## src/byte_xlat_regs.svh

```systemverilog
// Register offsets, field positions, reset values and timing counts.
`ifndef BYTE_XLAT_REGS_SVH
`define BYTE_XLAT_REGS_SVH
`define OFS_CTRL       8'h00
`define OFS_INSTR      8'h04
`define OFS_DST_PTR    8'h08
`define OFS_SRC_PTR    8'h0c
`define OFS_COUNT      8'h10
`define OFS_STATUS     8'h14
`define OFS_SCRATCH    8'h18
`define OFS_CYCLES     8'h1c
`define OFS_SAVED_PC   8'h20
`define CTRL_START     0
`define CTRL_SEG       1
`define ST_BUSY        0
`define ST_DONE        1
`define ST_ILLEGAL     2
`define ST_IRQ         3
`define ST_COUNT_END   4
`define ST_RESULT_NIL  5
`define OPC_HIGH       8'hb8
`define NIB_INC        4'h0
`define NIB_INC_REP    4'h4
`define NIB_TEST_DEC   4'ha
`define CYC_SINGLE     16'h0019
`define CYC_REP_BASE   16'h000b
`define CYC_REP_STEP   16'h000e
`define CYC_IRQ        16'h0007
`define IRQ_WAIT_LAST  3'h6
`define RST_WORD       32'h0000_0000
`endif

```

## src/byte_xlat_pkg.sv

```systemverilog
// Types shared by the byte translate unit.
package byte_xlat_pkg;
    typedef struct packed {
        logic [31:0] addr;
        logic [7:0]  wdata;
        logic        we;
    } mem_req_t;
    typedef enum logic [1:0] {
        OP_NONE = 2'h0,
        OP_INC  = 2'h1,
        OP_REP  = 2'h2,
        OP_TEST = 2'h3
    } op_t;
    typedef enum logic [7:0] {
        S_IDLE   = 8'h01,
        S_RD_TGT = 8'h02,
        S_WT_TGT = 8'h04,
        S_RD_TBL = 8'h08,
        S_WT_TBL = 8'h10,
        S_WR_TGT = 8'h20,
        S_UPD    = 8'h40,
        S_IRQ    = 8'h80
    } state_t;
endpackage

```

## src/byte_table_translate_unit.sv

```systemverilog
// Byte table translate unit: decode, execution engine and APB registers.
// Overview of operation
// - Table address is table base plus zero-extended target byte.
// - Incrementing forms write the table byte over the target byte.
// - Incrementing forms add one to the destination pointer per step.
// - Every step subtracts one from the 16-bit counter.
// - Repeating form loops until the counter reaches zero, 1 to 65536.
// - Replacing forms also load the table byte into the scratch high byte.
// - The table base pointer is never modified by these operations.
// - Repeating form takes interrupts between steps, saving start PC.
// - Each accepted interrupt adds seven cycles to execution time.
// - Repeat completion sets count end; nil flag left alone.
// - Single step sets count end when counter is zero, else clears.
// - Single step decodes b8, nonzero pointer, 0; costs 25 cycles.
// - Repeat form has low nibble 4; costs 11 plus 14 per byte.
// - Test form has low nibble a, nonzero scan and table fields.
// - Pointers are 16-bit or 32-bit pairs; counter is a word.
// - Test form loads scratch high byte, never writes the target.
// - Test form decrements pointer and counter, sets nil and end flags.
`timescale 1ns/1ps
`default_nettype none
`include "byte_xlat_regs.svh"
module byte_table_translate_unit
    import byte_xlat_pkg::*;
(
    // Clock and reset.
    input  wire logic        pclk,
    input  wire logic        presetn,
    // APB slave.
    input  wire logic        psel,
    input  wire logic        penable,
    input  wire logic        pwrite,
    input  wire logic [7:0]  paddr,
    input  wire logic [31:0] pwdata,
    output var  logic [31:0] prdata,
    output var  logic        pready,
    output var  logic        pslverr,
    // Byte memory bus.
    output var  mem_req_t    mem_req,
    output var  logic        mem_valid,
    input  wire logic        mem_ready,
    input  wire logic [7:0]  mem_rdata,
    input  wire logic        mem_rvalid,
    output var  logic        mem_rready,
    // Interrupt handshake with the sequencer.
    input  wire logic        irq_req,
    input  wire logic [15:0] instr_pc,
    output var  logic        irq_ack
);

    ////////////////////////////////////////////////////////////////////////
    // Decode of the two instruction words.
    function automatic op_t decode(input logic [31:0] w);
        op_t o;
        o = OP_NONE;
        if (w[15:8] == `OPC_HIGH && w[7:4] != 4'h0 &&
            w[31:28] == 4'h0 && w[23:20] != 4'h0 && w[19:16] == 4'h0) begin
            unique case (w[3:0])
                `NIB_INC:      o = OP_INC;
                `NIB_INC_REP:  o = OP_REP;
                `NIB_TEST_DEC: o = OP_TEST;
                default:       o = OP_NONE;
            endcase
        end
        return o;
    endfunction

    // Offset arithmetic: segmented pairs keep the segment word intact.
    function automatic logic [31:0] offs(input logic [31:0] p,
                                         input logic [15:0] d,
                                         input logic        seg);
        logic [15:0] lo;
        lo = p[15:0] + d;
        return seg ? {p[31:16], lo} : {16'h0000, lo};
    endfunction

    state_t      state;
    op_t         op;
    logic        seg;
    logic [31:0] instr;
    logic [31:0] dst_ptr;
    logic [31:0] src_ptr;
    logic [15:0] count;
    logic [7:0]  scratch_high_byte;
    logic [15:0] cycles;
    logic [15:0] saved_pc;
    logic        busy;
    logic        done;
    logic        illegal;
    logic        irq_taken;
    logic        count_end_flag;
    logic        result_nil_flag;
    logic [2:0]  irq_cnt;
    logic [7:0]  target;
    logic [7:0]  table_val;
    logic        apb_wr;
    logic        apb_rd;
    logic        start;
    logic [15:0] next_count;

    // Writes land at the completing edge, where pready is seen high.
    assign apb_wr     = psel && penable && pwrite && pready;
    assign apb_rd     = psel && penable && !pwrite && !pready;
    assign start      = apb_wr && paddr == `OFS_CTRL && pwdata[`CTRL_START]
                        && !busy;
    assign next_count = count - 16'h0001;

    ////////////////////////////////////////////////////////////////////////
    // Two-entry buffer on the read data path.
    logic [7:0] buf_mem [2];
    logic       buf_wp;
    logic       buf_rp;
    logic [1:0] buf_cnt;
    logic       buf_push;
    logic       buf_pop;
    logic       buf_valid;

    assign buf_valid = buf_cnt != 2'h0;
    assign buf_push  = mem_rvalid && mem_rready;
    // The engine only drains while waiting for a read, so a slow engine
    // backs up into the memory through mem_rready.
    assign buf_pop   = buf_valid && (state == S_WT_TGT || state == S_WT_TBL);

    always_ff @(posedge pclk or negedge presetn) begin
        if (!presetn) begin
            buf_wp     <= 1'b0;
            buf_rp     <= 1'b0;
            buf_cnt    <= 2'h0;
            mem_rready <= 1'b1;
        end else begin
            if (buf_push) begin
                buf_mem[buf_wp] <= mem_rdata;
                buf_wp          <= ~buf_wp;
            end
            if (buf_pop) begin
                buf_rp <= ~buf_rp;
            end
            buf_cnt    <= buf_cnt + {1'b0, buf_push} - {1'b0, buf_pop};
            mem_rready <= (buf_cnt + {1'b0, buf_push} - {1'b0, buf_pop})
                          != 2'h2;
        end
    end

    ////////////////////////////////////////////////////////////////////////
    // Execution engine.
    always_ff @(posedge pclk or negedge presetn) begin
        if (!presetn) begin
            state     <= S_IDLE;
            op        <= OP_NONE;
            mem_valid <= 1'b0;
            mem_req   <= '0;
            target    <= 8'h00;
            table_val <= 8'h00;
            irq_cnt   <= 3'h0;
            irq_ack   <= 1'b0;
        end else begin
            irq_ack <= 1'b0;
            unique case (state)
                S_IDLE: begin
                    if (start && decode(instr) != OP_NONE) begin
                        op    <= decode(instr);
                        state <= S_RD_TGT;
                    end
                end
                S_RD_TGT: begin
                    mem_req   <= '{addr: dst_ptr, wdata: 8'h00, we: 1'b0};
                    mem_valid <= 1'b1;
                    state     <= S_WT_TGT;
                end
                S_WT_TGT: begin
                    if (mem_valid && mem_ready) begin
                        mem_valid <= 1'b0;
                    end
                    if (buf_pop) begin
                        target <= buf_mem[buf_rp];
                        state  <= S_RD_TBL;
                    end
                end
                S_RD_TBL: begin
                    mem_req   <= '{addr: offs(src_ptr, {8'h00, target}, seg),
                                   wdata: 8'h00, we: 1'b0};
                    mem_valid <= 1'b1;
                    state     <= S_WT_TBL;
                end
                S_WT_TBL: begin
                    if (mem_valid && mem_ready) begin
                        mem_valid <= 1'b0;
                    end
                    if (buf_pop) begin
                        table_val <= buf_mem[buf_rp];
                        state     <= (op == OP_TEST) ? S_UPD : S_WR_TGT;
                    end
                end
                S_WR_TGT: begin
                    if (!mem_valid) begin
                        mem_req   <= '{addr: dst_ptr, wdata: table_val,
                                       we: 1'b1};
                        mem_valid <= 1'b1;
                    end else if (mem_ready) begin
                        mem_valid <= 1'b0;
                        state     <= S_UPD;
                    end
                end
                S_UPD: begin
                    if (op == OP_REP && next_count != 16'h0000) begin
                        state <= irq_req ? S_IRQ : S_RD_TGT;
                    end else begin
                        state <= S_IDLE;
                    end
                    irq_cnt <= 3'h0;
                end
                S_IRQ: begin
                    irq_cnt <= irq_cnt + 3'h1;
                    if (irq_cnt == `IRQ_WAIT_LAST) begin
                        irq_ack <= 1'b1;
                        state   <= S_IDLE;
                    end
                end
            endcase
        end
    end

    ////////////////////////////////////////////////////////////////////////
    // Pointer, counter and scratch updates; software loads the pointers and counter when idle.
    always_ff @(posedge pclk or negedge presetn) begin
        if (!presetn) begin
            dst_ptr           <= `RST_WORD;
            src_ptr           <= `RST_WORD;
            count             <= 16'h0000;
            scratch_high_byte <= 8'h00;
        end else if (state == S_UPD) begin
            dst_ptr <= offs(dst_ptr, (op == OP_TEST) ? 16'hffff : 16'h0001,
                            seg);
            count   <= next_count;
            scratch_high_byte <= table_val;
        end else if (apb_wr && !busy) begin
            // table base written only by software
            if (paddr == `OFS_DST_PTR) dst_ptr <= pwdata;
            if (paddr == `OFS_SRC_PTR) src_ptr <= pwdata;
            if (paddr == `OFS_COUNT)   count   <= pwdata[15:0];
        end
    end

    ////////////////////////////////////////////////////////////////////////
    // Control, flags, cycle cost and saved program counter.
    always_ff @(posedge pclk or negedge presetn) begin
        if (!presetn) begin
            seg             <= 1'b0;
            instr           <= `RST_WORD;
            busy            <= 1'b0;
            done            <= 1'b0;
            illegal         <= 1'b0;
            irq_taken       <= 1'b0;
            count_end_flag  <= 1'b0;
            result_nil_flag <= 1'b0;
            cycles          <= 16'h0000;
            saved_pc        <= 16'h0000;
        end else begin
            if (apb_wr && !busy && paddr == `OFS_INSTR) instr <= pwdata;
            if (apb_wr && !busy && paddr == `OFS_CTRL) begin
                // pointer width follows the mode bit
                seg <= pwdata[`CTRL_SEG];
            end
            if (start) begin
                illegal   <= decode(instr) == OP_NONE;
                busy      <= decode(instr) != OP_NONE;
                done      <= decode(instr) == OP_NONE;
                irq_taken <= 1'b0;
                cycles    <= (decode(instr) == OP_REP) ? `CYC_REP_BASE :
                             `CYC_SINGLE;
            end
            if (state == S_UPD) begin
                if (op == OP_REP) begin
                    cycles <= cycles + `CYC_REP_STEP;
                end
                count_end_flag <= next_count == 16'h0000;
                if (op == OP_TEST) begin
                    result_nil_flag <= table_val == 8'h00;
                end
                if (!(op == OP_REP && next_count != 16'h0000)) begin
                    busy <= 1'b0;
                    done <= 1'b1;
                end
                if (op == OP_REP && next_count != 16'h0000 && irq_req) begin
                    saved_pc <= instr_pc;
                end
            end
            if (state == S_IRQ && irq_cnt == `IRQ_WAIT_LAST) begin
                busy      <= 1'b0;
                irq_taken <= 1'b1;
                cycles    <= cycles + `CYC_IRQ;
            end
        end
    end

    ////////////////////////////////////////////////////////////////////////
    // APB slave: one wait state, then a registered answer.
    always_ff @(posedge pclk or negedge presetn) begin
        if (!presetn) begin
            pready  <= 1'b0;
            pslverr <= 1'b0;
            prdata  <= `RST_WORD;
        end else begin
            pready  <= psel && penable && !pready;
            pslverr <= psel && penable && !pready && paddr > `OFS_SAVED_PC;
            prdata  <= `RST_WORD;
            if (apb_rd) begin
                unique case (paddr)
                    `OFS_CTRL:     prdata <= {30'h0, seg, 1'b0};
                    `OFS_INSTR:    prdata <= instr;
                    `OFS_DST_PTR:  prdata <= dst_ptr;
                    `OFS_SRC_PTR:  prdata <= src_ptr;
                    `OFS_COUNT:    prdata <= {16'h0000, count};
                    `OFS_STATUS:   prdata <= {26'h0, result_nil_flag,
                                              count_end_flag, irq_taken,
                                              illegal, done, busy};
                    `OFS_SCRATCH:  prdata <= {24'h0, scratch_high_byte};
                    `OFS_CYCLES:   prdata <= {16'h0000, cycles};
                    `OFS_SAVED_PC: prdata <= {16'h0000, saved_pc};
                    default:       prdata <= `RST_WORD;
                endcase
            end
        end
    end
endmodule
`default_nettype wire

```

## config.mk

```make
export PLATFORM = sky130hd
export DESIGN_NAME = byte_table_translate_unit
export DESIGN_NICKNAME = d
export VERILOG_FILES = /design/src/byte_xlat_pkg.sv /design/src/byte_table_translate_unit.sv
export VERILOG_INCLUDE_DIRS = /design/src
export SDC_FILE = /design/constraint.sdc
export NUM_CORES = 1
export LEC_CHECK = 0
export ABC_AREA = 1
export BUFFER_PORTS_ARGS = -buffer_cell sky130_fd_sc_hd__buf_2
export CORE_ASPECT_RATIO = 0.8
export CORE_MARGIN = 2
export CORE_UTILIZATION = 35
export CTS_CLUSTER_SIZE = 30
export DETAILED_ROUTE_END_ITERATION = 16
export PLACE_DENSITY = 0.51
export SLEW_MARGIN = 20
export SYNTH_ARGS = -nofsm -noshare
export SYNTH_HDL_FRONTEND = slang
export SYNTH_SLANG_ARGS = --single-unit
```

## constraint.sdc

```tcl
create_clock -name pclk -period 2.91 [get_ports pclk]
set_clock_uncertainty 0.05 [all_clocks]
set_input_delay 0.4365 -clock pclk [delete_from_list [all_inputs] [get_ports pclk]]
set_output_delay 0.4365 -clock pclk [all_outputs]
set_load 0.005 [all_outputs]
```

==> flow_metrics.tcl <==
set metrics [dict create \
    p_int_mw 8.53 \
    cts_buffers 34 \
    cts_tree "yes" \
    clk_latency_ns 0.53 \
    p_leak_nw 8.74 \
    drt_pass1_iterations 5 \
    crit_path_top_delay_cell "inv_1" \
    place_inst 2516 \
    hold_path_startpoint "mem_rdata[7]" \
    hold_path.class "in -> reg" \
    synth_edf_count 16 \
    layout-drive-gt1-share_pct 17.3 \
    wirelength_um 50500 \
    routed_via_density 5.20 \
    worstSetupStartpointType "register" \
    dieHeight_um 189 \
    tns_ns 0 \
    crit_fanout 14 \
    nNetsFinal 2106 \
    grt.overflow.total 0 \
    dp_hpwl_um 37000 \
    drv_slew 0 \
    drc_errors 0 \
    grt_pass1_wl_um 77700 \
    clock_sinks 286 \
    cts-htree-levels 2 \
    p_per_area_nw_per_um2 765 \
    p_total_mw 13.5 \
    syn_inst 1842 \
    p_clk_share_pct 32.7 \
    pwr-share-comb_pct 29.0 \
    critPathKind "reg -> reg" \
    clk_root_buffer_cell "clkbuf_16" \
    initial_core_util_pct 35.7 \
    diodes 0 \
    ff2ff_path_depth 10 \
    io_pins 150 \
    r2r_slack_ns 0.28 \
    switchingPower_mw 4.93 \
    cap_violations 0 \
    cts.path.max_buffers 3 \
    hold_viol 0 \
    cts_resized 0 \
    max_stage_delay_ns 0.50 \
    slew_headroom_pct 34.9 \
    dieWidth_um 236 \
    ys_seq_elements 286 \
    wl_per_cell_um 19.6 \
    end_kind "register" \
    crit_path_frequent_cell "nand2_1" \
    stdcell_count 2578 \
    gp_congestion 0.916 \
    ys_warn_count 0 \
    fp.coreArea_um2 42100 \
    critPathTopFamily "compound AO/OA/AOI/OAI gates" \
    fin_crit_sh_pct 90.5 \
    clkTransAtPathRegs_ns 0.06 \
    hold_depth 1 \
    ys_async_sr_fraction_pct 94.4 \
    syn2layout_area_growth_pct 17.2 \
    arrival_ns 3.00 \
    finalCriticalPeriod_ns 2.63 \
    yosys.cell_types.count 60 \
    synth_area_um2 15000 \
    power_frac_seq_pct 38.3 \
    ant_nets 0 \
    antenna_found_initial 0 \
    grtUsageTotal_pct 22.5 \
    grt_max_degree 152 \
    seq_area_frac_synth_pct 48.2 \
    grt_pass1_vias 12800 \
    worst_ir_drop_vdd_uv 340 \
    rsz0062_at_grt "no" \
    tightest_slew_ns 0.977 \
    core.rowCount 67 \
    cp.required_ns 3.27 \
    yosysTopAreaCell "dfrtp_1" \
    yosys.area.top_type_share_pct 44.6 \
    fmax_mhz 380 \
    port_buffers 149 \
    synth_area_leaders "dfrtp_1 45%, nand2_1 12%, inv_1 5.3%, o21ai_0 4.9%, nor2_1 3.6%" \
    path_buf_inv 2 \
    cp_cell_sequence "nand2_1, inv_1, buf_4, ha_1, a21oi_1, o21ai_0, a211oi_1, nand3_1, nand2_1, o21bai_1" \
    status "complete, no violations" \
    postCtsSetupBuffers 0 \
    syn-num-nets 1947 \
    min_to "buf_mem[1][7]" \
    finalSetupViolations 0 \
    synth_ff_type "dfrtp_1" \
    p_sw_share_pct 36.6 \
    rr_endpoint "dst_ptr[13]" \
    drt_iter0_drc 1130 \
    synth.avg_cell_area_um2 8.16 \
    vias 13400 \
    die-area_um2 44600 \
    r2r-start "op[1]" \
]
==> worst max path at each step <==
stage,endpoint,from,depth (start not counted)
2_1_floorplan,dst_ptr[15],op[1],14
3_3_place_gp,dst_ptr[13],op[1],10
3_5_place_dp,dst_ptr[13],op[1],10
4_1_cts,dst_ptr[13],op[1],10
5_1_grt,dst_ptr[13],op[1],10
6_report,dst_ptr[13],op[1],10
==> Yosys cell counts (all sizes together), types with 27 or more instances <==
| master | n |
|---|---|
| nand3 | 82 |
| nand2 | 487 |
| a31oi | 41 |
| buf | 30 |
| o21ai | 172 |
| ha | 31 |
| dfrtp | 268 |
| a21oi | 78 |
| clkbuf | 31 |
| inv | 235 |
| nor2 | 170 |
| o31ai | 27 |
==> kinds of logic after synthesis <==
kind of cell / Yosys count / synth area share (%)
XOR/XNOR: 20 / 1.22
flip-flops: 286 / 48.2
AND/OR/NAND/NOR: 800 / 23.4
buffers and inverters: 300 / 8.11
AO/OA/AOI/OAI: 403 / 16.3
adder cells (fa/ha/maj): 33 / 2.85
==> power groups by stage <==
stage / logic [mW] / registers, mW / clock network, mW
3_5_place_dp: 3.91 / 5.22 / 0
4_1_cts: 3.94 / 5.15 / 4.52
3_3_place_gp: 3.90 / 5.22 / 0
2_1_floorplan: 2.68 / 5.01 / 0
5_1_grt: 4.45 / 5.22 / 4.68
6_report: 3.90 / 5.16 / 4.41
==> cell type report <==
type                    count  area [um^2]
flip-flops and latches    286         7240
inverters                 239          898
clock buffers              45          912
fillers                  4294        24500
clock inverters            16          220
multi-input cells        1256         6580
well taps                 552          691
repair buffers            184         1070
==> layer usage <==
layer,GRT usage (%),routed length (um),vias up
li1,-,-,6437
met4,6.34,1230,0
met3,4.07,3280,71
met5,0,0,-
met1,33.6,24400,6498
met2,33.3,21500,393
==> flip-flops by register name, summed over array words and instances (netlist names), 2 cells and up <==
signal / flops
count: 16
instr: 32
prdata: 32
cycles: 16
dst_ptr: 32
irq_cnt: 3
target: 8
buf_mem: 16
saved_pc: 16
scratch_high_byte: 8
op: 2
mem_req: 41
table_val: 8
src_ptr: 32
buf_cnt: 2
state: 8
==> worst reg2reg max path: cells and delay by family, from the launching register on <==
kind            cells  cell delay [ns]
buf+inv             2             0.76
fa+ha+maj           1             0.29
simple gates        3             0.26
compound gates      4             0.80
flops               1             0.37
==> cell usage in the layout, fill, tap and decap left out, drive strengths merged, types with 22 or more instances in the layout <==
master  instances
buf           183
nand3          82
clkbuf         45
o21ai         172
dfrtp         268
a21oi          78
nor3           22
o22ai          25
inv           238
nand2         487
a31oi          41
nor2          170
o31ai          27
ha             31
==> metrics by stage <==
step	util [%]	cell area (um^2)	hold WS [ns]	worst slack, ns
after CTS	41.8	17600	0.0171	0.320
after detailed placement	39.1	16500	0.229	0.334
after floorplan	-	15000	0.0909	0.716
after global routing	41.8	17600	0.0316	0.0310
final	41.8	17600	0.0424	0.277
after global placement	39.1	16500	0.230	0.330
==> timing repair <==
action,4_1_cts,5_1_grt
hold endpoints to repair,10,0
hold buffers,1,0
setup endpoints to repair,0,0
No activity file was read; power rests on OpenSTA's default activity.
